[src/logic/epb_cfg.svh]
`ifndef EPB_CFG_SVH
`define EPB_CFG_SVH
// Address and data widths
`define EPB_AW 32
`define EPB_DW 64
// Bank decode field position and codes
`define EPB_BANK_HI 31
`define EPB_BANK_LO 27
`define EPB_BANK0_CODE 5'h06
`define EPB_BANK1_CODE 5'h07
// Host space decode bit
`define EPB_HOST_BIT 31
// Address bits of internal slave memory (16 words)
`define EPB_MEM_AW 4
// Edges after issue before the synced wait release belongs to the access
`define EPB_ACK_LAT 2'h2
`endif

[src/logic/epb_pkg.sv]
`default_nettype none
`include "epb_cfg.svh"
package epb_pkg;
	// Master request from the core
	typedef struct packed {
		logic                  rd;    // Read request
		logic                  wr;    // Write request
		logic                  long_word; // 64-bit write
		logic                  bus32; // Zone is 32 bits wide
		logic                  sdram; // Target is SDRAM
		logic                  boot;  // Target is boot memory
		logic                  burst; // Consecutive address access
		logic [`EPB_AW-1:0]    addr;  // Address
		logic [`EPB_DW-1:0]    wdata; // Write data
	} epb_req_t;
	// Master states
	typedef enum logic [1:0] {
		EPB_IDLE,
		EPB_ACCESS
	} epb_state_t;
endpackage : epb_pkg
`default_nettype wire

[src/logic/epb_mem.sv]
`default_nettype none
`include "epb_cfg.svh"
module epb_mem (
	input  wire logic                    i_sys_clk,
	input  wire logic                    i_we_low,
	input  wire logic                    i_we_high,
	input  wire logic [`EPB_MEM_AW-1:0]  i_addr,
	input  wire logic [`EPB_DW-1:0]      i_wdata,
	output logic      [`EPB_DW-1:0]      o_rdata
);
	// Storage array
	logic [`EPB_DW-1:0] mem [0:(1<<`EPB_MEM_AW)-1];
	// Split word writes, registered read
	always_ff @(posedge i_sys_clk) begin
		if (i_we_low) begin
			mem[i_addr][31:0] <= i_wdata[31:0];
		end
		if (i_we_high) begin
			mem[i_addr][63:32] <= i_wdata[63:32];
		end
		o_rdata <= mem[i_addr];
	end
endmodule : epb_mem
`default_nettype wire

[src/logic/epb_ctrl.sv]
// Functional notes
// - Drive address as master, take it as slave
// - Drive and receive the 64-bit data bus
// - Read strobe on every non-SDRAM read
// - Slave read strobe is an input
// - Low strobe: even word or 32-bit zone
// - High strobe: long word or odd word
// - Slave write strobes are inputs
// - Strobes and selects change with address
// - Only the bus master drives controls
// - Master extends access while wait released low
// - Slave may insert wait states
// - Boot select is boot memory chip select
// - Boot select sampled as strap at reset
// - Bank selects decode address bits 31:27
// - Host select decodes top address bit
// - Master marks consecutive accesses with burst
// - Slave increments address during host burst
`default_nettype none
`include "epb_cfg.svh"
module epb_ctrl (
	input  wire logic                 i_sys_clk,
	input  wire logic                 i_resetn,
	// Core side
	input  wire logic                 i_is_master,   // Bus ownership
	input  wire epb_pkg::epb_req_t    i_req,         // Master request
	output logic                      o_req_done,    // Access completed
	output logic      [`EPB_DW-1:0]   o_rd_data,     // Master read data
	output logic                      o_eprom_boot_strap, // Strap caught at reset
	output logic                      o_slave_wait,  // Slave inserts wait
	// Address bus
	input  wire logic [`EPB_AW-1:0]   i_addr,
	output logic      [`EPB_AW-1:0]   o_addr,
	output logic                      o_addr_oe,
	// Data bus
	input  wire logic [`EPB_DW-1:0]   i_data,
	output logic      [`EPB_DW-1:0]   o_data,
	output logic                      o_data_oe,
	// Strobes, active low
	input  wire logic                 i_read_strobe_n,
	input  wire logic                 i_write_low_strobe_n,
	input  wire logic                 i_write_high_strobe_n,
	output logic                      o_read_strobe_n,
	output logic                      o_write_low_strobe_n,
	output logic                      o_write_high_strobe_n,
	output logic                      o_strobe_oe,
	// Wait release, open drain
	input  wire logic                 i_wait_release,
	output logic                      o_wait_release,
	output logic                      o_wait_release_oe,
	// Selects, active low
	input  wire logic                 i_boot_memory_select_n,
	output logic                      o_boot_memory_select_n,
	output logic                      o_bank_select_0_n,
	output logic                      o_bank_select_1_n,
	output logic                      o_host_space_select_n,
	output logic                      o_select_oe,
	// Burst
	input  wire logic                 i_burst_indicator_n,
	output logic                      o_burst_indicator_n,
	output logic                      o_burst_oe
);
	// ****************************************
	// Pin synchronisers
	// ****************************************
	localparam int SW = `EPB_AW + `EPB_DW + 6;
	logic [SW-1:0] sync1;  // First stage
	logic [SW-1:0] sync2;  // Second stage
	logic [SW-1:0] pin_in; // Raw pin bundle
	assign pin_in = {i_addr, i_data, i_read_strobe_n, i_write_low_strobe_n,
		i_write_high_strobe_n, i_wait_release, i_boot_memory_select_n, i_burst_indicator_n};
	// Two-flop chain, free running so the boot pin is seen through reset
	always_ff @(posedge i_sys_clk) begin
		sync1 <= pin_in;
		sync2 <= sync1;
	end
	logic [`EPB_AW-1:0] s_addr;   // Synced address
	logic [`EPB_DW-1:0] s_data;   // Synced data
	logic s_rd, s_wl, s_wh, s_ack, s_bms, s_burst_indicator; // Synced strobes, active high
	assign s_addr = sync2[SW-1 -: `EPB_AW];
	assign s_data = sync2[6 +: `EPB_DW];
	assign s_rd   = !sync2[5];
	assign s_wl   = !sync2[4];
	assign s_wh   = !sync2[3];
	assign s_ack  = sync2[2];
	assign s_bms  = !sync2[1];
	assign s_burst_indicator = !sync2[0];

	// ****************************************
	// Boot strap capture
	// ****************************************
	logic strap_done;      // Strap taken once
	logic next_strap_done; // Next strap state
	logic strap;           // Strap value
	logic next_strap;      // Next strap value
	// Catch the boot pin on the first edge after release
	always_comb begin
		next_strap_done = 1'b1;
		next_strap = strap_done ? strap : s_bms;
	end
	always_ff @(posedge i_sys_clk or negedge i_resetn) begin
		if (!i_resetn) begin
			strap_done <= 1'b0;
			strap <= 1'b0;
		end else begin
			strap_done <= next_strap_done;
			strap <= next_strap;
		end
	end
	assign o_eprom_boot_strap = strap;

	// ****************************************
	// Master access sequencer
	// ****************************************
	epb_pkg::epb_state_t state, next_state;
	logic [`EPB_AW-1:0] m_addr, next_m_addr;     // Driven address
	logic [`EPB_DW-1:0] m_data, next_m_data;     // Driven write data
	logic m_rd, next_m_rd;       // Read strobe active
	logic m_wl, next_m_wl;       // Low strobe active
	logic m_wh, next_m_wh;       // High strobe active
	logic m_bms, next_m_bms;     // Boot select active
	logic m_b0, next_m_b0;       // Bank 0 select
	logic m_b1, next_m_b1;       // Bank 1 select
	logic m_hs, next_m_hs;       // Host select
	logic m_burst_indicator, next_m_burst_indicator;   // Burst active
	logic m_wdrv, next_m_wdrv;   // Data driven
	logic done, next_done;       // Completion pulse
	logic [`EPB_DW-1:0] rdat, next_rdat; // Captured read data
	logic [1:0] acc_age, next_acc_age;   // Edges since issue, saturating
	// Issue, hold while wait released low, then finish
	always_comb begin
		next_state = state;
		next_m_addr = m_addr;
		next_m_data = m_data;
		next_m_rd = m_rd;
		next_m_wl = m_wl;
		next_m_wh = m_wh;
		next_m_bms = m_bms;
		next_m_b0 = m_b0;
		next_m_b1 = m_b1;
		next_m_hs = m_hs;
		next_m_burst_indicator = m_burst_indicator;
		next_m_wdrv = m_wdrv;
		next_done = 1'b0;
		next_rdat = rdat;
		next_acc_age = acc_age;
		case (state)
			epb_pkg::EPB_IDLE: begin
				next_m_burst_indicator = 1'b0;
				if (i_is_master && (i_req.rd || i_req.wr)) begin
					next_state = epb_pkg::EPB_ACCESS;
					// All controls load with the address in one cycle
					next_m_addr = i_req.addr;
					next_m_data = i_req.wdata;
					next_m_rd = i_req.rd && !i_req.sdram;
					next_m_wl = i_req.wr && (i_req.bus32 || !i_req.addr[0] || i_req.long_word);
					next_m_wh = i_req.wr && !i_req.bus32 && (i_req.long_word || i_req.addr[0]);
					next_m_bms = i_req.boot;
					next_m_b0 = i_req.addr[`EPB_BANK_HI:`EPB_BANK_LO] == `EPB_BANK0_CODE;
					next_m_b1 = i_req.addr[`EPB_BANK_HI:`EPB_BANK_LO] == `EPB_BANK1_CODE;
					next_m_hs = i_req.addr[`EPB_HOST_BIT];
					next_m_burst_indicator = i_req.burst;
					next_m_wdrv = i_req.wr;
					next_acc_age = 2'h0;
				end
			end
			epb_pkg::EPB_ACCESS: begin
				// Synced wait release lags the pins, so early samples are stale
				next_acc_age = acc_age + {1'b0, acc_age != `EPB_ACK_LAT};
				if ((s_ack && acc_age == `EPB_ACK_LAT) || !i_is_master) begin
					next_state = epb_pkg::EPB_IDLE;
					next_done = i_is_master;
					next_rdat = s_data;
					next_m_rd = 1'b0;
					next_m_wl = 1'b0;
					next_m_wh = 1'b0;
					next_m_bms = 1'b0;
					next_m_b0 = 1'b0;
					next_m_b1 = 1'b0;
					next_m_hs = 1'b0;
					next_m_wdrv = 1'b0;
				end
			end
			default: next_state = epb_pkg::EPB_IDLE;
		endcase
	end
	always_ff @(posedge i_sys_clk or negedge i_resetn) begin
		if (!i_resetn) begin
			state <= epb_pkg::EPB_IDLE;
			m_addr <= '0;
			m_data <= '0;
			{m_rd, m_wl, m_wh, m_bms, m_b0, m_b1, m_hs, m_burst_indicator, m_wdrv, done} <= '0;
			rdat <= '0;
			acc_age <= 2'h0;
		end else begin
			state <= next_state;
			m_addr <= next_m_addr;
			m_data <= next_m_data;
			{m_rd, m_wl, m_wh, m_bms, m_b0, m_b1, m_hs, m_burst_indicator, m_wdrv, done} <=
				{next_m_rd, next_m_wl, next_m_wh, next_m_bms, next_m_b0, next_m_b1,
				next_m_hs, next_m_burst_indicator, next_m_wdrv, next_done};
			rdat <= next_rdat;
			acc_age <= next_acc_age;
		end
	end
	assign o_req_done = done;
	assign o_rd_data = rdat;

	// ****************************************
	// Output enables and pin drive
	// ****************************************
	logic own, next_own; // Registered ownership
	always_comb begin
		next_own = i_is_master;
	end
	always_ff @(posedge i_sys_clk or negedge i_resetn) begin
		if (!i_resetn) begin
			own <= 1'b0;
		end else begin
			own <= next_own;
		end
	end
	assign o_addr_oe = own;
	assign o_strobe_oe = own;
	assign o_select_oe = own;
	assign o_burst_oe = own;
	assign o_addr = m_addr;
	assign o_read_strobe_n = !m_rd;
	assign o_write_low_strobe_n = !m_wl;
	assign o_write_high_strobe_n = !m_wh;
	assign o_boot_memory_select_n = !m_bms;
	assign o_bank_select_0_n = !m_b0;
	assign o_bank_select_1_n = !m_b1;
	assign o_host_space_select_n = !m_hs;
	assign o_burst_indicator_n = !m_burst_indicator;

	// ****************************************
	// Slave access to internal memory
	// ****************************************
	logic [`EPB_MEM_AW-1:0] s_ptr, next_s_ptr; // Target word pointer
	logic in_burst, next_in_burst;             // Burst already started
	logic s_wait, next_s_wait;                 // One wait state on reads
	logic slv_drive, next_slv_drive;           // Drive read data
	logic [`EPB_DW-1:0] slv_rdata;             // Memory read data
	logic slv_act;                             // Slave strobe seen
	assign slv_act = !own && (s_rd || s_wl || s_wh);
	logic [`EPB_MEM_AW-1:0] slv_addr;          // Word this transfer targets
	logic slv_done;                            // Transfer completes this cycle
	assign slv_addr = (in_burst && s_burst_indicator) ? s_ptr : s_addr[`EPB_MEM_AW-1:0];
	assign slv_done = slv_act && !(s_rd && !s_wait);
	// Pointer: first address, then count during burst
	always_comb begin
		next_s_ptr = s_ptr;
		next_in_burst = in_burst && s_burst_indicator;
		next_s_wait = 1'b0;
		next_slv_drive = 1'b0;
		if (slv_act) begin
			if (!(in_burst && s_burst_indicator)) begin
				next_s_ptr = s_addr[`EPB_MEM_AW-1:0];
			end
			next_in_burst = s_burst_indicator;
			next_s_wait = s_rd && !s_wait;
			next_slv_drive = s_rd;
		end
		// Point past the word just moved, a read moves on its wait cycle
		if (slv_done && s_burst_indicator) begin
			next_s_ptr = slv_addr + {{(`EPB_MEM_AW-1){1'b0}}, 1'b1};
		end
	end
	always_ff @(posedge i_sys_clk or negedge i_resetn) begin
		if (!i_resetn) begin
			s_ptr <= '0;
			in_burst <= 1'b0;
			s_wait <= 1'b0;
			slv_drive <= 1'b0;
		end else begin
			s_ptr <= next_s_ptr;
			in_burst <= next_in_burst;
			s_wait <= next_s_wait;
			slv_drive <= next_slv_drive;
		end
	end
	// Data pins carry write data as master, memory words on slave reads
	assign o_data_oe = (own && m_wdrv) || slv_drive;
	assign o_data = slv_drive ? slv_rdata : m_data;
	// Open drain: pull low only while inserting a wait
	assign o_wait_release = 1'b0;
	assign o_wait_release_oe = s_wait;
	assign o_slave_wait = s_wait;

	// Internal memory, per-half write strobes
	epb_mem u_mem (
		.i_sys_clk (i_sys_clk),
		.i_we_low  (slv_act && s_wl),
		.i_we_high (slv_act && s_wh),
		.i_addr    (slv_addr),
		.i_wdata   (s_data),
		.o_rdata   (slv_rdata)
	);

	// ****************************************
	// Checks
	// ****************************************
	a_oe_follow_master: assert property (@(posedge i_sys_clk) disable iff (!i_resetn)
		o_addr_oe == $past(i_is_master)) else $error("Address enable not tied to ownership");
	a_bank_decode: assert property (@(posedge i_sys_clk) disable iff (!i_resetn)
		!o_bank_select_0_n |-> o_addr[31:27] == 5'h06) else $error("Bank 0 decode wrong");
	a_host_decode: assert property (@(posedge i_sys_clk) disable iff (!i_resetn)
		!o_host_space_select_n |-> o_addr[31]) else $error("Host select decode wrong");
	a_wait_hold: assert property (@(posedge i_sys_clk) disable iff (!i_resetn)
		state == epb_pkg::EPB_ACCESS && !s_ack && i_is_master |=> state == epb_pkg::EPB_ACCESS)
		else $error("Access ended during wait");
	a_ack_latency: assert property (@(posedge i_sys_clk) disable iff (!i_resetn)
		state == epb_pkg::EPB_ACCESS && acc_age != `EPB_ACK_LAT && i_is_master |=> state == epb_pkg::EPB_ACCESS)
		else $error("Access ended on a stale wait release");
	a_strobe_addr: assert property (@(posedge i_sys_clk) disable iff (!i_resetn)
		!o_read_strobe_n && $past(!o_read_strobe_n) |-> $stable(o_addr))
		else $error("Address moved under read strobe");
	a_wr_split: assert property (@(posedge i_sys_clk) disable iff (!i_resetn)
		!o_write_high_strobe_n && !o_write_low_strobe_n |-> !o_addr[0] || o_write_low_strobe_n)
		else $error("Write strobe split wrong");
	a_slave_wait: assert property (@(posedge i_sys_clk) disable iff (!i_resetn)
		s_wait |=> !s_wait) else $error("Wait longer than one cycle");
	a_no_drive_slave: assert property (@(posedge i_sys_clk) disable iff (!i_resetn)
		!own |-> !o_strobe_oe && !o_select_oe) else $error("Slave drives controls");
	c_read: cover property (@(posedge i_sys_clk) !o_read_strobe_n ##1 o_req_done);
	c_wait: cover property (@(posedge i_sys_clk) state == epb_pkg::EPB_ACCESS && !s_ack);
	c_burst: cover property (@(posedge i_sys_clk) slv_act && in_burst);
endmodule : epb_ctrl
`default_nettype wire

[config.mk]
export PLATFORM = sky130hd
export DESIGN_NAME = epb_ctrl
export DESIGN_NICKNAME = d
export VERILOG_FILES = /design/src/logic/epb_pkg.sv /design/src/logic/epb_mem.sv /design/src/logic/epb_ctrl.sv
export VERILOG_INCLUDE_DIRS = /design/src /design/src/logic
export SDC_FILE = /design/constraint.sdc
export NUM_CORES = 1
export LEC_CHECK = 0
export BUFFER_PORTS_ARGS = -buffer_cell sky130_fd_sc_hd__buf_2
export CORE_ASPECT_RATIO = 1.2
export CORE_MARGIN = 8
export CORE_UTILIZATION = 35
export DETAILED_ROUTE_END_ITERATION = 8
export GPL_ROUTABILITY_DRIVEN = 0
export SLEW_MARGIN = 10
export SYNTH_ARGS = -nofsm -noshare
export SYNTH_HDL_FRONTEND = slang
export SYNTH_HIERARCHICAL = 1
export SYNTH_SLANG_ARGS = --single-unit
[constraint.sdc]
create_clock -name i_sys_clk -period 8.23 [get_ports i_sys_clk]
set_input_delay 1.646 -clock i_sys_clk [delete_from_list [all_inputs] [get_ports i_sys_clk]]
set_output_delay 1.646 -clock i_sys_clk [all_outputs]
set_load 0.03 [all_outputs]
# Yosys cells after proc, flatten, opt, wreduce, memory -nomap -nowiden
# Memory sizes are Yosys's and may differ from the RTL's. A register that Yosys moved wholly into a read port is not among the register bits.
# Cells that the tools add are included.
[word_totals] mem_count=1 ram_bits=1024 wordCells=120 register_bits=332
[memory_table] memory="u_mem.mem" depth=16 width=64 rd=1 rd_clocked_by_memory_dff=1 wr=1 line_no="epb_mem.sv:12" text="logic [`EPB_DW-1:0] mem [0:(1<<`EPB_MEM_AW)-1];"
[classes] muxes=36 reduce_logical=50 addsub=2 eq_ne=7
[ops] operator="$mux 64" count=1
[ops] operator="$logic_not 1->1" count=20
[ops] operator="$mux 1" count=19
[ops] operator="$pmux 1 s2" count=8
[ops] operator="$logic_and 1x1->1" count=14
[ops] operator="$mux 4" count=3
[ops] operator="$eq 5x3->1 const B" count=2
[ops] operator="$logic_or 1x1->1" count=8
[ops] operator="$pmux 2 s2" count=2
[ops] operator="$reduce_and 2->1" count=4
[ops] operator="$mux 2" count=3
[ops] operator="$ne 2x2->1 const B" count=3
[ops] operator="$add 4x1->4 const B" count=1
[ops] operator="$reduce_bool 2->1" count=2
[ops] operator="$reduce_and 3->1" count=1
[ops] operator="$add 2x1->2" count=1
[ops] operator="$eq 2x1->1 const B" count=1
[ops] operator="$eq 2x2->1 const B" count=1
[ops] operator="$logic_not 2->1" count=1

# Logic depth before layout (Yosys ltp)
[depth] word_depth=7 mapped_depth=8 depth_no_buf=6

# By module
# The synthesis kept the hierarchy.
[by_module_without_submodules] mod="epb_mem" n_inst=1 cells_each=1675 area_per_inst_um2=39710.6
[by_module_without_submodules] mod="epb_ctrl" n_inst=1 cells_each=670 area_per_inst_um2=11363.4

# Worst setup path before layout
# No wires, ideal clock.
[synth_path] path_type="register -> register" from="reg in_burst" to="mem u_mem/mem[13][0] in the netlist's numbering (enable)" synth_period_minus_slack_ns=3.388 setup_time_ns=0.421 stages_incl_launch_ff=9 required_ns=7.809 setup_slack_ns=4.842 path_buffers=3 t_arrival_ns=2.967 path_cell_list="dfrtp_1 nand2b_4 mux2_4 buf_2 buf_4 buf_2 nor2b_1 nand2_1 nor2_1"
[synth_via] elab_chain_len=2
[synth_rtl] item="start, declared" line_no="epb_ctrl.sv:241" text="logic in_burst, next_in_burst;"
[synth_rtl] item="start signal, assigned" line_no="epb_ctrl.sv:278" text="in_burst <= next_in_burst;"
[synth_rtl] item="$logic_and 1x1->1" line_no="epb_ctrl.sv:249" text="assign slv_addr = (in_burst && s_burst_indicator) ? s_ptr : s_addr[`EPB_MEM_AW-1:0];"
[synth_rtl] item="$mux 4"
[synth_rtl] item="net slv_addr[1]" line_no="epb_ctrl.sv:247" text="logic [`EPB_MEM_AW-1:0] slv_addr;"
[synth_rtl] item="end, declared" line_no="epb_mem.sv:12"
# The timed path passes the listed nets, and every way through them passes these cells.

# Final worst setup path
[layout_path] from="reg slv_drive" to="out o_data[23]"
[layout_via] elab_chain_len=1
[layout_rtl] item="start, declared" line_no="epb_ctrl.sv:243" text="logic slv_drive, next_slv_drive;"
[layout_rtl] item="start signal, assigned" line_no="epb_ctrl.sv:280" text="slv_drive <= next_slv_drive;"
[layout_rtl] item="$mux 64" line_no="epb_ctrl.sv:285" text="assign o_data = slv_drive ? slv_rdata : m_data;"
[layout_rtl] item="end, declared" line_no="epb_ctrl.sv:37" text="output logic [`EPB_DW-1:0] o_data,"
# No other way between the ends.

==> metrics <==
Setup Buffers After CTS 0; CTS H-tree depth 4; Slew HR between 20% and 30%; WS Path Type register to primary output; mean routed wirelength per cell between 20 and 25 um; Gate Count Post-Synth around 2,300; Met2 Routed Length 57.43 mm; slew at the pin closest to its max-slew limit 1112 ps; CTS sink count 1,419; Static Leak 21.00 nW; multi-input logic area around 11,000 um^2; crit path max fanout 37; DP Wirelength 61.65 mm; Port Buf Inserts roughly 360; residual antenna-violating net count after detailed routing 0; # IOs 386; Critical Path End Type primary output; Adder-Cell Fraction of Synth Area 0.04900%; Post-Syn Nets 2,555; PnR Total Power around 18 mW; most frequent cells in the layout edfxtp_1, buf_2, mux4_2, dfxtp_1, dfrtp_1; initial antenna violation count 3; final global-route overflow total 0; CP max stage cell dfrtp_4; Avg Cell Area, Syn approximately 22 um^2; FF+latch count, synth approximately 1,400; Avg Vias per Cell 4.892; core box area around 140,000 um^2; first-pass GRT wire length 168.9 mm; clock slew at reported path FFs 60 ps; Yosys cell types 50; mux cell area share after synthesis approximately 17%; mapped cell area between 50,000 and 60,000 um^2; clk_lat worst skew between 700 and 800 ps; simple-gate share of the synthesized area 1.215%; Worst R2R Start in_burst; skew final 25.17 ps; Synthesis Warnings 6; final slew viol count 0; Peak Freq about 220 MHz; worst path cell trace buf_4 > mux2_2 > buf_2; sequential share of the synthesized area approximately 77%; Hold Slack approximately 320 ps; top layer in use met4; Worst Hold Launch sync1[60]; fraction of final layout cells sized beyond drive strength 1 38.41%; crit-path leading delay family buffers and inverters; power per cell area around 300 nW/um^2; drt initial violations between 1,500 and 2,000; largest net degree at the start of global routing 115; worst hold-check path type register to register; via count between 20,000 and 25,000; period utilisation layout between 50% and 60%; Die ar. 158,500 um^2; DRC errors left 0; worst path required time about 6600 ps; vias in the first global route 25,436; met3 wire length 6.422 mm; Initial Utilization a little over a third; Total Routed Length 115.5 mm; maxcap violations 0; post-layout net count approximately 3,000; CTS tree built; combinational family with the most area after synthesis multiplexers; Worst EP arrival 2870 ps; Max rail drop VDD between 0.0002 and 0.00025 V; Buf/Inv on CP 2; final-layout fill cell count approximately 13,000; setup TNS 0 ps; Die Wd approximately 360 um; Worst setup startpoint slv_drive; Slowest Stage Delay on Critical Path 770 ps; startpoint types register; final hold viol count 0; Hold Buf Count CTS 0; RSZ-0062 raised after global routing false; PostCTS Resize Cnt 0; drt first pass iters 7; clock root buffer clkbuf_16; Sequential cell area 39,580 um^2; standard-cell rows 153; CTS Buffer Depth 3; Die Ht ~430 um; Final setup viols 0; min cycle time layout ~4500 ps; Synth Area in Compound Gates roughly 2.3%; Num CTS Buffers between 100 and 150; most common cell after layout, fill and taps aside edfxtp_1; Layout Area Growth over Synthesis 17.40%; met1 WL between 40 and 50 mm; Post-Synth XOR/XNOR Area less than 1%; Tot GR Track Use 14.40%; status complete, no violations
flip-flops by register name (all words and copies together) (netlist names), 2 cells and up:
register,flops
acc_age,2
m_data,64
o_addr,32
o_rd_data,64
s_ptr,4
sync1,74
sync2,74
u_mem/mem,1024
u_mem/o_rdata,64
final timing paths:
path                            depth (start not counted)  slack, ps           endpoint
worst min-delay path                                    0        320          sync2[60]
max in group asynchronous                               2       6210         m_data[22]
worst max-delay path                                    3       3710         o_data[23]
worst min register to register                          0        320          sync2[60]
worst max register to register                          7       4280  u_mem/mem[14][20]
min in group asynchronous                               1        830         m_data[60]
cell families (layout without fill, tap and decap cells):
kind of cell,Yosys count,count (layout)
DFF,1419,1419
muxes,486,486
AOI/OAI and AO/OA,153,153
and+or+nand+nor,145,145
buffers and inverters,136,694
adders and majority gates,2,2
other,2,4
xor gates and xnor gates,2,2
worst reg2reg max path, delay by kind of cell (launching register included):
family / cells / cell delay (ps)
AND/OR/NAND/NOR: 4 / 850
flip-flops: 1 / 420
buffers and inverters: 2 / 1490
multiplexers: 1 / 760
cells in the mapped netlist (all sizes together):
cell,number,area [um^2]
xor2,1,8.760
o2111ai,1,8.760
mux2,229,3040
ha,2,25.02
a31oi,1,6.260
nand2,87,326.6
nand2b,4,40.04
and3,1,11.26
dfrtp,183,4579
a21boi,2,18.77
conb,2,7.510
mux2i,1,10.01
mux4,256,5766
o21bai,1,7.510
edfxtp,1024,30750
and2,1,6.260
a21o,1,7.510
inv,15,56.30
nor2,39,151.4
a31o,1,8.760
a32o,1,10.01
xnor2,1,8.760
o21ai,8,43.79
nor4b,1,8.760
nor2b,4,25.02
o41ai,1,8.760
clkbuf,38,142.6
a22oi,128,960.9
nand3,4,20.02
a21oi,2,10.01
a22o,3,26.28
and4,2,20.02
nor3,1,5.000
buf,83,665.6
or2,1,6.260
o31ai,3,32.53
dfxtp,212,4244
metal layers:
metal	vias up	global-route usage, %
li1	10307	-
met1	12512	19.08
met2	702	24.09
met3	166	2.913
met4	0	4.166
met5	-	0
power by group:
group	internal, mW	switching (mW)
sequential	8.25	0.367
combinational	1.22	1.71
clock	3.70	2.80
total	13.2	4.87
stage by stage:
stage	util [%]	cell area [um^2]	worst slack, ps	instances
final	41.38	59960	3714	4842
after CTS	41.37	59960	3569	4840
after global routing	41.37	59960	3538	4840
after floorplan	-	51070	4842	2345
after detailed placement	38.07	55170	4045	4566
after global placement	38.07	55170	4071	4566
cell type report:
type	count	share of cell area, %
clock inverter	79	1.229
clock buffer	195	6.748
sequential	1419	66.00
antenna	2	0.008347
multi-input combinational	790	18.23
inverter	15	0.09390
timing repair buffer	405	3.643
tap	1937	4.042
No activity file was read; power rests on OpenSTA's default activity.
